$ cat src/include/sspr_pkg.sv
// constants and types shared by both ends of the slave-to-slave setpoint router
package sspr_pkg;
  localparam int SP_WORDS = 8;
  localparam int SP_BYTES = 16;
  localparam int FILT_BYTES = 32;
  localparam int MAX_LINKS = 3;
  localparam int TAPS_PER_LINK = 2;
  localparam int N_TAPS = 6;
  localparam int TMO_W = 20;
  // filter block header values
  localparam logic [7:0] FB_LEN_MIN = 8'h0c;
  localparam logic [7:0] FB_LEN_MAX = 8'hf4;
  localparam logic [7:0] FB_CMD = 8'he2;
  localparam logic [7:0] FB_SLOT = 8'h00;
  localparam logic [7:0] FB_SPEC = 8'h00;
  localparam logic [7:0] FB_VER = 8'he2;
  localparam logic [7:0] FB_LINKS_MAX = 8'h03;
  // byte positions inside the filter block, a link entry and a tap entry
  localparam logic [7:0] FB_POS_LEN = 8'h00;
  localparam logic [7:0] FB_POS_CMD = 8'h01;
  localparam logic [7:0] FB_POS_SLOT = 8'h02;
  localparam logic [7:0] FB_POS_SPEC = 8'h03;
  localparam logic [7:0] FB_POS_VER = 8'h04;
  localparam logic [7:0] FB_POS_NLINK = 8'h05;
  localparam int FB_POS_OFS0 = 6;
  localparam int LK_POS_INLEN = 1;
  localparam int LK_POS_TAP0 = 2;
  localparam int TAP_BYTES = 3;
  localparam int TP_POS_DST = 1;
  localparam int TP_POS_LEN = 2;
  // configuration frame layout, word-count limit and diagnostic filler value
  localparam logic [7:0] CFG_POS_SP = 8'h00;
  localparam logic [7:0] CFG_POS_ACT = 8'h01;
  localparam logic [7:0] CFG_TAP_ID = 8'hc1;
  localparam logic [7:0] DIAG_NONE = 8'hff;
  localparam logic [3:0] WORDS_MAX = 4'h8;
  // timing
  localparam int CLK_KHZ = 40000;
  localparam int LINK_TMO_US = 10000;
  localparam int MST_TMO_US = 10000;
  localparam int RSP_TMO_US = 10;
  localparam int LINK_TMO_CYC = LINK_TMO_US * CLK_KHZ / 1000;
  localparam int MST_TMO_CYC = MST_TMO_US * CLK_KHZ / 1000;
  localparam int RSP_TMO_CYC = RSP_TMO_US * CLK_KHZ / 1000;

  typedef enum logic [4:0] {
    SSPR_FK_PRM = 5'b00001,
    SSPR_FK_CFG = 5'b00010,
    SSPR_FK_DX = 5'b00100,
    SSPR_FK_DXB = 5'b01000,
    SSPR_FK_BCAST = 5'b10000
  } sspr_kind_t;
endpackage : sspr_pkg

$ cat src/include/sspr_bus_if.sv
// byte-stream fieldbus link between the master side and a slave
`timescale 1ns/1ps
`default_nettype none
interface sspr_bus_if (
  input wire logic clk_sys_i,
  input wire logic rst_b_i
);
  logic fr_valid;
  logic fr_sof;
  logic fr_eof;
  logic [7:0] fr_byte;
  logic [6:0] fr_src;
  sspr_pkg::sspr_kind_t fr_kind;
  logic rs_valid;
  logic rs_last;
  logic rs_bcast;
  logic [7:0] rs_byte;

  modport dev (
    input fr_valid, fr_sof, fr_eof, fr_byte, fr_src, fr_kind,
    output rs_valid, rs_last, rs_bcast, rs_byte
  );
  modport mst (
    output fr_valid, fr_sof, fr_eof, fr_byte, fr_src, fr_kind,
    input rs_valid, rs_last, rs_bcast, rs_byte
  );
endinterface : sspr_bus_if
`default_nettype wire

$ cat src/design/sspr_slave.sv
// slave end: subscriber filter table, setpoint routing, publisher answer, faults, diagnostics
`timescale 1ns/1ps
`default_nettype none
module sspr_slave #(
  parameter int unsigned LINK_TMO = sspr_pkg::LINK_TMO_CYC,
  parameter int unsigned MST_TMO = sspr_pkg::MST_TMO_CYC
) (
  input wire logic clk_sys_i,
  input wire logic rst_b_i,
  sspr_bus_if.dev bus,
  input wire logic [sspr_pkg::SP_WORDS-1:0][15:0] act_words_i,
  output logic [sspr_pkg::SP_WORDS-1:0][15:0] sp_words_o,
  output logic subscriber_o,
  output logic prm_err_o,
  output logic cfg_err_o,
  output logic [sspr_pkg::MAX_LINKS-1:0] pub_len_err_o,
  output logic publisher_link_lost_alarm_o,
  output logic [sspr_pkg::MAX_LINKS-1:0] publisher_link_lost_fault_o,
  output logic master_cyclic_loss_alarm_o,
  output logic master_cyclic_loss_fault_o,
  output logic [sspr_pkg::SP_WORDS-1:0][7:0] rx_word_source_address_diag_o,
  output logic [sspr_pkg::SP_WORDS-1:0][7:0] rx_word_offset_diag_o,
  output logic [sspr_pkg::SP_WORDS-1:0][7:0] tx_word_offset_diag_o
);
  localparam int NL = sspr_pkg::MAX_LINKS;
  localparam int NT = sspr_pkg::N_TAPS;
  localparam int NW = sspr_pkg::SP_WORDS;

  typedef enum logic [1:0] {
    SSPR_TX_IDLE = 2'b01,
    SSPR_TX_SEND = 2'b10
  } sspr_tx_t;

  typedef struct packed {
    sspr_tx_t tx;
    logic [4:0] tx_idx;
    logic tx_bcast;
    logic [7:0] idx;
    logic [sspr_pkg::FILT_BYTES-1:0][7:0] filt;
    logic hdr_ok;
    logic subscr;
    logic prm_err;
    logic cfg_err;
    logic [3:0] n_sp;
    logic [3:0] n_act;
    logic [7:0] n_tapid;
    logic [sspr_pkg::SP_BYTES-1:0][7:0] sp;
    logic [sspr_pkg::SP_BYTES-1:0][7:0] shadow;
    logic [6:0] mst_addr;
    logic mst_seen;
    logic [sspr_pkg::TMO_W-1:0] mst_cnt;
    logic mst_lost;
    logic mst_fault;
    logic [NL-1:0][sspr_pkg::TMO_W-1:0] lk_cnt;
    logic [NL-1:0] lk_lost;
    logic [NL-1:0] lk_fault;
    logic [NL-1:0] len_err;
    logic pl_alarm;
    logic rs_valid;
    logic rs_last;
    logic rs_bcast;
    logic [7:0] rs_byte;
    logic [NW-1:0][7:0] diag_src;
    logic [NW-1:0][7:0] diag_rx;
    logic [NW-1:0][7:0] diag_tx;
  } sspr_slv_q_t;

  sspr_slv_q_t q;
  sspr_slv_q_t d;

  // filter table decode; offsets count from the block start, the only version accepted
  logic [NL-1:0] lk_ok;
  logic [NL-1:0][6:0] lk_addr;
  logic [NL-1:0][7:0] lk_inlen;
  logic [NL-1:0][7:0] lk_ofs;
  logic [NL-1:0][7:0] lk_end;
  logic [NT-1:0] tp_ok;
  logic [NT-1:0][7:0] tp_src;
  logic [NT-1:0][7:0] tp_dst;
  logic [NT-1:0][7:0] tp_len;

  for (genvar l = 0; l < NL; l++) begin : g_link
    assign lk_ofs[l] = q.filt[sspr_pkg::FB_POS_OFS0 + l];
    assign lk_end[l] = (8'(l + 1) < q.filt[sspr_pkg::FB_POS_NLINK]) ?
                       q.filt[sspr_pkg::FB_POS_OFS0 + l + 1] : q.filt[sspr_pkg::FB_POS_LEN];
    assign lk_ok[l] = q.subscr && (8'(l) < q.filt[sspr_pkg::FB_POS_NLINK]);
    assign lk_addr[l] = q.filt[lk_ofs[l][4:0]][6:0];
    assign lk_inlen[l] = q.filt[5'(lk_ofs[l][4:0] + 5'(sspr_pkg::LK_POS_INLEN))];
  end

  for (genvar t = 0; t < NT; t++) begin : g_tap
    localparam int L = t / sspr_pkg::TAPS_PER_LINK;
    localparam int TOFS = sspr_pkg::LK_POS_TAP0 + sspr_pkg::TAP_BYTES * (t % sspr_pkg::TAPS_PER_LINK);
    logic [8:0] base;
    logic [8:0] top;
    assign base = 9'(lk_ofs[L]) + 9'(TOFS);
    assign top = base + 9'(sspr_pkg::TAP_BYTES);
    // a tap must sit wholly inside its link and inside the kept table
    assign tp_ok[t] = lk_ok[L] && (top <= 9'(lk_end[L])) && (top <= 9'(sspr_pkg::FILT_BYTES));
    assign tp_src[t] = q.filt[base[4:0]];
    assign tp_dst[t] = q.filt[5'(base + 9'(sspr_pkg::TP_POS_DST))];
    assign tp_len[t] = q.filt[5'(base + 9'(sspr_pkg::TP_POS_LEN))];
  end

  always_comb begin
    logic [7:0] pos;
    logic [7:0] b;
    logic hdr;
    logic [7:0] bl;
    logic [7:0] ntap;
    logic [8:0] tgt;
    logic [8:0] w2;
    logic hit;
    logic bad;
    logic [sspr_pkg::SP_BYTES-1:0][7:0] sh;
    pos = bus.fr_sof ? 8'h00 : q.idx;
    b = bus.fr_byte;
    hdr = 1'b1;
    bl = 8'h00;
    ntap = 8'h00;
    tgt = 9'h000;
    w2 = 9'h000;
    hit = 1'b0;
    bad = 1'b0;
    sh = bus.fr_sof ? q.sp : q.shadow;
    d = q;
    d.rs_valid = 1'b0;
    d.rs_last = 1'b0;
    for (int t = 0; t < NT; t++) begin
      ntap = ntap + 8'(tp_ok[t]);
    end

    // silence watchdogs; isochronous sign of life is not watched
    for (int l = 0; l < NL; l++) begin
      if (lk_ok[l]) begin
        if (q.lk_cnt[l] >= sspr_pkg::TMO_W'(LINK_TMO)) begin
          d.lk_lost[l] = 1'b1;
          d.lk_fault[l] = 1'b1;
        end else begin
          d.lk_cnt[l] = q.lk_cnt[l] + 1'b1;
        end
      end
    end
    if (q.mst_seen) begin
      if (q.mst_cnt >= sspr_pkg::TMO_W'(MST_TMO)) begin
        d.mst_lost = 1'b1;
        d.mst_fault = 1'b1;
      end else begin
        d.mst_cnt = q.mst_cnt + 1'b1;
      end
    end

    // answer to a data exchange, high byte of each word first
    case (q.tx)
      SSPR_TX_IDLE: d.tx = SSPR_TX_IDLE;
      SSPR_TX_SEND: begin
        d.rs_valid = 1'b1;
        d.rs_bcast = q.tx_bcast;
        d.rs_byte = q.tx_idx[0] ? act_words_i[q.tx_idx[3:1]][7:0] :
                    act_words_i[q.tx_idx[3:1]][15:8];
        d.tx_idx = q.tx_idx + 5'h01;
        if (q.tx_idx == {q.n_act, 1'b0} - 5'h01) begin
          d.rs_last = 1'b1;
          d.tx = SSPR_TX_IDLE;
        end
      end
      default: d.tx = SSPR_TX_IDLE;
    endcase

    if (bus.fr_valid) begin
      d.idx = pos + 8'h01;
      case (bus.fr_kind)
        sspr_pkg::SSPR_FK_PRM: begin
          if (pos < 8'(sspr_pkg::FILT_BYTES)) d.filt[pos[4:0]] = b;
          case (pos)
            sspr_pkg::FB_POS_LEN: hdr = (b >= sspr_pkg::FB_LEN_MIN) && (b <= sspr_pkg::FB_LEN_MAX);
            sspr_pkg::FB_POS_CMD: hdr = (b == sspr_pkg::FB_CMD);
            sspr_pkg::FB_POS_SLOT: hdr = (b == sspr_pkg::FB_SLOT);
            sspr_pkg::FB_POS_SPEC: hdr = (b == sspr_pkg::FB_SPEC);
            sspr_pkg::FB_POS_VER: hdr = (b == sspr_pkg::FB_VER);
            sspr_pkg::FB_POS_NLINK: hdr = (b <= sspr_pkg::FB_LINKS_MAX);
            default: hdr = 1'b1;
          endcase
          d.hdr_ok = (bus.fr_sof || q.hdr_ok) && hdr;
          if (bus.fr_eof) begin
            bl = bus.fr_sof ? b : q.filt[sspr_pkg::FB_POS_LEN];
            d.prm_err = 1'b0;
            if (bl == 8'h00) begin
              d.subscr = 1'b0;
            end else if (d.hdr_ok && pos >= bl - 8'h01) begin
              d.subscr = 1'b1;
            end else begin
              d.subscr = 1'b0;
              d.prm_err = 1'b1;
            end
            // a new bus start clears every monitor
            d.lk_cnt = '0;
            d.lk_lost = '0;
            d.lk_fault = '0;
            d.len_err = '0;
            d.mst_seen = 1'b0;
            d.mst_cnt = '0;
            d.mst_lost = 1'b0;
            d.mst_fault = 1'b0;
            d.mst_addr = bus.fr_src;
          end
        end
        sspr_pkg::SSPR_FK_CFG: begin
          if (pos == sspr_pkg::CFG_POS_SP) begin
            d.n_sp = (b > 8'(sspr_pkg::WORDS_MAX)) ? sspr_pkg::WORDS_MAX : b[3:0];
            d.n_tapid = 8'h00;
          end else if (pos == sspr_pkg::CFG_POS_ACT) begin
            d.n_act = (b > 8'(sspr_pkg::WORDS_MAX)) ? sspr_pkg::WORDS_MAX : b[3:0];
          end else if (b == sspr_pkg::CFG_TAP_ID) begin
            d.n_tapid = q.n_tapid + 8'h01;
          end
          if (bus.fr_eof) begin
            d.cfg_err = q.subscr && (d.n_tapid != ntap);
            for (int t = 0; t < NT; t++) begin
              if (tp_ok[t] && tp_dst[t] < {3'b000, d.n_sp, 1'b0}) d.cfg_err = 1'b1;
            end
          end
        end
        sspr_pkg::SSPR_FK_DX, sspr_pkg::SSPR_FK_DXB: begin
          // master part only; extension bytes belong to publishers
          if (pos < {3'b000, q.n_sp, 1'b0}) d.sp[pos[3:0]] = b;
          d.mst_seen = 1'b1;
          d.mst_cnt = '0;
          d.mst_lost = 1'b0;
          d.mst_addr = bus.fr_src;
          if (bus.fr_eof && q.n_act != 4'h0) begin
            d.tx = SSPR_TX_SEND;
            d.tx_idx = 5'h00;
            d.tx_bcast = (bus.fr_kind == sspr_pkg::SSPR_FK_DXB);
          end
        end
        sspr_pkg::SSPR_FK_BCAST: begin
          // staged copy, so a short or long frame never touches live setpoints
          for (int t = 0; t < NT; t++) begin
            if (tp_ok[t] && lk_addr[t / sspr_pkg::TAPS_PER_LINK] == bus.fr_src &&
                pos >= tp_src[t] && (pos - tp_src[t]) < tp_len[t]) begin
              tgt = 9'(tp_dst[t]) + 9'(pos - tp_src[t]);
              if (tgt < 9'(sspr_pkg::SP_BYTES)) sh[tgt[3:0]] = b;
            end
          end
          d.shadow = sh;
          if (bus.fr_eof) begin
            for (int l = 0; l < NL; l++) begin
              if (lk_ok[l] && lk_addr[l] == bus.fr_src) begin
                hit = 1'b1;
                if (lk_inlen[l] != pos + 8'h01) begin
                  bad = 1'b1;
                  d.len_err[l] = 1'b1;
                end else begin
                  d.lk_cnt[l] = '0;
                  d.lk_lost[l] = 1'b0;
                end
              end
            end
            if (hit && !bad) d.sp = sh;
          end
        end
        default: d.idx = pos + 8'h01;
      endcase
    end
    d.pl_alarm = |d.lk_lost;

    for (int w = 0; w < NW; w++) begin
      w2 = 9'(2 * w);
      d.diag_src[w] = sspr_pkg::DIAG_NONE;
      d.diag_rx[w] = sspr_pkg::DIAG_NONE;
      d.diag_tx[w] = (4'(w) < q.n_act) ? w2[7:0] : sspr_pkg::DIAG_NONE;
      if (4'(w) < q.n_sp) begin
        d.diag_src[w] = {1'b0, q.mst_addr};
        d.diag_rx[w] = w2[7:0];
      end else begin
        for (int t = 0; t < NT; t++) begin
          if (tp_ok[t] && 9'(tp_dst[t]) <= w2 && w2 < 9'(tp_dst[t]) + 9'(tp_len[t])) begin
            d.diag_src[w] = {1'b0, lk_addr[t / sspr_pkg::TAPS_PER_LINK]};
            d.diag_rx[w] = w2[7:0];
          end
        end
      end
    end
  end

  always_ff @(posedge clk_sys_i or negedge rst_b_i) begin
    if (!rst_b_i) begin
      q <= '0;
      q.tx <= SSPR_TX_IDLE;
      q.diag_src <= {NW{sspr_pkg::DIAG_NONE}};
      q.diag_rx <= {NW{sspr_pkg::DIAG_NONE}};
      q.diag_tx <= {NW{sspr_pkg::DIAG_NONE}};
    end else begin
      q <= d;
    end
  end

  for (genvar w = 0; w < NW; w++) begin : g_word
    assign sp_words_o[w] = {q.sp[2 * w], q.sp[2 * w + 1]};
  end
  assign bus.rs_valid = q.rs_valid;
  assign bus.rs_last = q.rs_last;
  assign bus.rs_bcast = q.rs_bcast;
  assign bus.rs_byte = q.rs_byte;
  assign subscriber_o = q.subscr;
  assign prm_err_o = q.prm_err;
  assign cfg_err_o = q.cfg_err;
  assign pub_len_err_o = q.len_err;
  assign publisher_link_lost_alarm_o = q.pl_alarm;
  assign publisher_link_lost_fault_o = q.lk_fault;
  assign master_cyclic_loss_alarm_o = q.mst_lost;
  assign master_cyclic_loss_fault_o = q.mst_fault;
  assign rx_word_source_address_diag_o = q.diag_src;
  assign rx_word_offset_diag_o = q.diag_rx;
  assign tx_word_offset_diag_o = q.diag_tx;
endmodule : sspr_slave
`default_nettype wire

$ cat src/flat_wrapper.sv
// flat-port wrapper written by rule: the top's interface ports become plain ports
module sspr_slave_flat 
#(
  parameter int unsigned LINK_TMO = sspr_pkg::LINK_TMO_CYC,
  parameter int unsigned MST_TMO = sspr_pkg::MST_TMO_CYC
)
  (clk_sys_i, rst_b_i, act_words_i, sp_words_o, subscriber_o, prm_err_o, cfg_err_o, pub_len_err_o, publisher_link_lost_alarm_o, publisher_link_lost_fault_o, master_cyclic_loss_alarm_o, master_cyclic_loss_fault_o, rx_word_source_address_diag_o, rx_word_offset_diag_o, tx_word_offset_diag_o, bus_fr_valid, bus_fr_sof, bus_fr_eof, bus_fr_byte, bus_fr_src, bus_fr_kind, bus_rs_valid, bus_rs_last, bus_rs_bcast, bus_rs_byte);
  sspr_bus_if bus_i (.clk_sys_i(clk_sys_i), .rst_b_i(rst_b_i));
  input wire logic clk_sys_i;
  input wire logic rst_b_i;
  input wire logic [sspr_pkg::SP_WORDS-1:0][15:0] act_words_i;
  output logic [sspr_pkg::SP_WORDS-1:0][15:0] sp_words_o;
  output logic subscriber_o;
  output logic prm_err_o;
  output logic cfg_err_o;
  output logic [sspr_pkg::MAX_LINKS-1:0] pub_len_err_o;
  output logic publisher_link_lost_alarm_o;
  output logic [sspr_pkg::MAX_LINKS-1:0] publisher_link_lost_fault_o;
  output logic master_cyclic_loss_alarm_o;
  output logic master_cyclic_loss_fault_o;
  output logic [sspr_pkg::SP_WORDS-1:0][7:0] rx_word_source_address_diag_o;
  output logic [sspr_pkg::SP_WORDS-1:0][7:0] rx_word_offset_diag_o;
  output logic [sspr_pkg::SP_WORDS-1:0][7:0] tx_word_offset_diag_o;
  input wire logic [$bits(bus_i.fr_valid)-1:0] bus_fr_valid;
  input wire logic [$bits(bus_i.fr_sof)-1:0] bus_fr_sof;
  input wire logic [$bits(bus_i.fr_eof)-1:0] bus_fr_eof;
  input wire logic [$bits(bus_i.fr_byte)-1:0] bus_fr_byte;
  input wire logic [$bits(bus_i.fr_src)-1:0] bus_fr_src;
  input wire logic [$bits(bus_i.fr_kind)-1:0] bus_fr_kind;
  output wire logic [$bits(bus_i.rs_valid)-1:0] bus_rs_valid;
  output wire logic [$bits(bus_i.rs_last)-1:0] bus_rs_last;
  output wire logic [$bits(bus_i.rs_bcast)-1:0] bus_rs_bcast;
  output wire logic [$bits(bus_i.rs_byte)-1:0] bus_rs_byte;
  assign bus_i.fr_valid = bus_fr_valid;
  assign bus_i.fr_sof = bus_fr_sof;
  assign bus_i.fr_eof = bus_fr_eof;
  assign bus_i.fr_byte = bus_fr_byte;
  assign bus_i.fr_src = bus_fr_src;
  assign bus_i.fr_kind = bus_fr_kind;
  assign bus_rs_valid = bus_i.rs_valid;
  assign bus_rs_last = bus_i.rs_last;
  assign bus_rs_bcast = bus_i.rs_bcast;
  assign bus_rs_byte = bus_i.rs_byte;
  sspr_slave #(.LINK_TMO(LINK_TMO), .MST_TMO(MST_TMO)) u_core (.clk_sys_i(clk_sys_i), .rst_b_i(rst_b_i), .bus(bus_i), .act_words_i(act_words_i), .sp_words_o(sp_words_o), .subscriber_o(subscriber_o), .prm_err_o(prm_err_o), .cfg_err_o(cfg_err_o), .pub_len_err_o(pub_len_err_o), .publisher_link_lost_alarm_o(publisher_link_lost_alarm_o), .publisher_link_lost_fault_o(publisher_link_lost_fault_o), .master_cyclic_loss_alarm_o(master_cyclic_loss_alarm_o), .master_cyclic_loss_fault_o(master_cyclic_loss_fault_o), .rx_word_source_address_diag_o(rx_word_source_address_diag_o), .rx_word_offset_diag_o(rx_word_offset_diag_o), .tx_word_offset_diag_o(tx_word_offset_diag_o));
endmodule
$ cat config.mk
export PLATFORM = sky130hd
export DESIGN_NAME = sspr_slave_flat
export DESIGN_NICKNAME = d
export VERILOG_FILES = /design/src/include/sspr_pkg.sv /design/src/include/sspr_bus_if.sv /design/src/design/sspr_slave.sv /design/src/flat_wrapper.sv
export SDC_FILE = /design/constraint.sdc
export NUM_CORES = 2
export LEC_CHECK = 0
export BUFFER_PORTS_ARGS = -buffer_cell sky130_fd_sc_hd__buf_2
export CORE_ASPECT_RATIO = 1.25
export CORE_UTILIZATION = 45
export CTS_CLUSTER_SIZE = 30
export DETAILED_ROUTE_END_ITERATION = 8
export SYNTH_ARGS = -nofsm -noshare
export SYNTH_HDL_FRONTEND = slang
export SYNTH_SLANG_ARGS = --single-unit
$ cat constraint.sdc
create_clock -name clk_sys_i -period 17.3 [get_ports clk_sys_i]
set_input_delay 0 -clock clk_sys_i [delete_from_list [all_inputs] [get_ports clk_sys_i]]
set_output_delay 0 -clock clk_sys_i [all_outputs]
set_load 0.02 [all_outputs]
Word level (Yosys, flattened, before mapping)
Index checks and enable logic that the tools add are counted. Widths: inputs -> output; s select.

Add/subtract/negate cells: 65. Order comparisons: 204. Equal/unequal tests: 31. Muxes and demuxes: 327. Bitwise operators: 1. Reductions and logical operators: 178.

Operators by type and width (count): $mux 128 (27); $mux 8 (162); $bmux 8 s5 (24); $bwmux 128 (7); $mux 647 (1); $mux 20 (13); $mux 259 (1); $bwmux 256 (1); $mux 256 (1); $pmux 128 s2 (1); $demux 8 s4 (7); $lt 4x9->1 const A (24); $le 8x4->1 const B (24); $logic_and 1x1->1 (152); $lt 5x6->1 const B (25); $pmux 63 s2 (1); $lt 3x9->1 const A (12); $mux 99 (1); $le 8x3->1 const B (12); $add 20x1->20 const B (4); $ge 20x19->1 const B (4); $mux 63 (1); $pmux 29 s2 (1); $ge 8x8->1 (7); other kinds (78) (293).

Register bits: 851. Output and inout port bits: 343.

Longest topological paths before layout
Word-level depth: 42. Depth in mapped cells: 46.

Least setup slack after synthesis
Ideal clock, no wire load.

Kind: flip-flop to flip-flop. Start: reg (tool-made name). End: reg (tool-made name). Arrival: 9094 ps. Required time: 17175 ps. Setup slack: 8081 ps. Cell stages (with the launch flop): 35. Path buffers: 14. Period minus slack after synthesis: 9219 ps. Path through: dfrtp_1 -> buf_6 -> buf_12 -> inv_2 -> buf_1 -> buf_1 -> clkbuf_1 -> buf_1 -> ha_1 -> buf_2 -> buf_2 -> buf_2 -> buf_2 -> buf_2 -> clkbuf_1 -> mux4_2 -> o311ai_0 -> a2bb2oi_2 -> fa_1 -> inv_1 -> ha_1 -> nor2b_1 -> o21a_1 -> o41a_1 -> xor2_1 -> o21ai_0 -> nand2b_1 -> or4_1 -> buf_2 -> or4_4 -> o221ai_4 -> nor2_2 -> a221o_1 -> buf_6 -> o2bb2ai_1.

==> impl_metrics.yaml <==
outcome:
  status: "finished with violations"
  violations: "capacitance limit, slew limit"
timing:
  final.setup.worst_slack_ns: 6.02
  skew_ns: 0.0879
  maxSlewViolCount: 26
  relSlewSlack_pct: -10.0
  fin_setup_tns_ns: 0
  setup_viol: 0
  fmaxAchievable_mhz: 88.7
  finalHoldViolations: 0
  grt_setup_unrepaired: "no"
  fin_crit_ns: 11.28
  min_period_over_period_pct: 65.2
  tightestPinTransition_ns: 1.63
clocking:
  post_cts_resized: 0
  clkTransAtPathRegs_ns: 0.07
  clock_latency_ns: 0.84
  numCtsBuffers: 86
  cts_sinks: 731
  cts_root_buf: "clkbuf_16"
  clk_path_buf_depth: 3
  cts_tree: "done"
  htree_levels: 3
detailed_routing:
  dr.pass1.iters: 9
  drc: 0
  wl_per_cell_um: 45.6
  viasPerCell: 7.70
  first_iter_violations: 15800
  vias: 96300
  wl_um: 570000
  detail-route-antenna-nets: 0
power:
  p_seq_share_pct: 30.7
  ir_worst_vdd_v: 0.000110
  switching_power_uw: 2770
  combPwrFrac_pct: 37.6
  leakage_uw: 0.0404
  power_frac_clock_pct: 31.7
  p_int_uw: 4030
  p_sw_share_pct: 40.8
  power_density_nw_per_um2: 65.6
yosys:
  ys_seq_area_share_pct: 19.2
  netlist_area_um2: 96000
  synthesis.instances: 9826
  synth_common_cells: "1118 x mux4_2, 992 x nand2_1, 687 x clkbuf_1, 658 x dfrtp_1, 580 x nor2_1"
  synth_edf_count: 0
  ys_seq_elements: 731
  synthTopCellsByArea: "mux4_2 26%, dfrtp_1 17%, mux2_2 5.3%"
  synth_flop_cell: "dfrtp_1"
  synth_most_common_cell: "mux4_2"
  yosysWarningCount: 0
  synth_top_area_share_pct: 26.2
  syn_area_per_cell_um2: 9.77
  synth_cell_types: 129
  async_flop_share_pct: 100
  yosysTopAreaCell: "mux4_2"
die:
  die_area_um2: 215000
  die_x_um: 415
  ios: 496
  initial_core_util_pct: 45.3
  dieHeight_um: 518
  row_count: 189
  core_area_um2: 212000
worst_setup_path:
  arrival_ns: 11.95
  cp_max_fo: 54
  startpoint_type: "register"
  rrSetupSlack_ns: 6.02
  crit_type: "register to register"
  slowest_delay_ns: 0.93
  crit_slowest_cell: "o21ai_1"
  critPathRequiredTime_ns: 17.97
  end_kind: "register"
global_routing:
  grt_overflow: 0
  antenna_found_initial: 55
  grt_max_degree: 162
  grt_use_total_pct: 51.8
  grt_pass1_vias: 89300
  grt_pass1_wl_um: 771000
placement:
  numPortBuffers: 471
  place_ws_ns: 6.40
  place_hpwl_um: 396000
  globalplace.congestion: 1.13
hold_path:
  hold_class: "input port to register"
job:
  cap_violations: 7
final_layout:
  syn_to_final_growth_pct: 7.97
  drive_gt1_share_pct: 31.8
  nets: 10100
## logic make-up (layout without fill, tap and decap cells)
group	after synthesis	count (layout)	synth area share, %
compound gates	1869	1869	13.2
xor+xnor	333	333	3.15
fa+ha+maj	388	388	5.54
buf+inv	1696	1509	8.63
flops	731	731	19.2
mux	2032	2032	36.5
other cells	1	91	0.00391
simple gates	2776	2776	13.8
## critical path, delay by kind of cell (launching register included)
kind / cells / cell delay (ns)
compound gates: 8 / 2.72
xor+xnor: 1 / 0.48
simple gates: 10 / 2.87
fa+ha+maj: 4 / 2.50
buf+inv: 6 / 1.58
flops: 1 / 0.82
## per-stage QoR
stage               total power, uW  std cells  hold slack (ns)  utilization, %  instance area, um^2
global route                   7010      12400           0.0657            48.8               104000
floorplan                      3700       9849           -0.296               -                96100
detailed placement             4510      12200            0.107            47.0                99600
global placement               4490      12200           0.0992            47.0                99600
CTS                            6700      12400          0.00312            48.7               103000
finish                         6800      12500           0.0407            48.9               104000
## power groups by stage
stage          Clock [uW]  Sequential, uW  Combinational [uW]
2_1_floorplan           0            2030                1670
3_3_place_gp            0            2100                2390
3_5_place_dp            0            2110                2400
4_1_cts              2170            2080                2440
5_1_grt              2230            2110                2670
6_report             2160            2080                2560
## cell type report
cell class / count / area [um^2]
inverters: 326 / 1220
multi-input cells: 7422 / 70400
clock buffers: 111 / 2430
well taps: 2769 / 3460
diodes: 67 / 168
repair buffers: 1023 / 6790
clock inverters: 49 / 790
fillers: 19700 / 108000
flip-flops and latches: 731 / 18400
## per-layer routing
metal / vias up / wire length [um] / global-route usage, %
li1: 36500 / - / -
met1: 48000 / 189000 / 58.7
met2: 8982 / 224000 / 70.2
met3: 2807 / 86800 / 25.8
met4: 32 / 68800 / 47.8
met5: - / 1210 / 3.99
## what timing repair did
item                       in CTS  in global routing
setup endpoints to repair       0                  0
hold endpoints to repair      218                  0
setup buffers                   0                  0
hold buffers                   53                  0
## layout by cell type (no fill, tap or decap), types with 41 or more instances in the layout
cell type,instances
nand3_1,219
fa_1,63
buf_4,497
inv_1,313
nand2_1,988
nor3_1,190
a21o_1,60
nand2b_1,77
o22ai_1,82
nor2b_1,123
and3_1,64
nor4_1,83
xor2_1,111
or2_2,91
dfstp_2,73
o2bb2ai_1,59
a2bb2oi_1,69
mux2i_1,439
diode_2,67
dfrtp_1,642
buf_2,462
mux4_2,1118
o211ai_1,41
o21ai_0,435
nand4_1,119
ha_1,315
mux2_2,456
xnor2_1,165
a211oi_1,52
dlygate4sd3_1,52
a31oi_1,107
nor2_1,576
clkbuf_16,88
o21a_1,72
a21oi_1,411
## final timing paths
kind                                      startpoint                                         end  cells past startpoint
max                                         register                   u_core.q[390]$_DFFE_PN0P_                     29
min                                   bus_fr_byte[6]                   u_core.q[559]$_DFFE_PN0P_                      6
max reg2reg                                 register                   u_core.q[390]$_DFFE_PN0P_                     29
min reg2reg                u_core.q[309]$_DFFE_PN0P_                   u_core.q[309]$_DFFE_PN0P_                      2
max in group asynchronous                    rst_b_i                  asynchronous set/reset pin                      5
min in group asynchronous                    rst_b_i  u_core.tx_word_offset_diag_o[22]$_DFF_PN1_                      3
(Power assumes the default switching activity.)
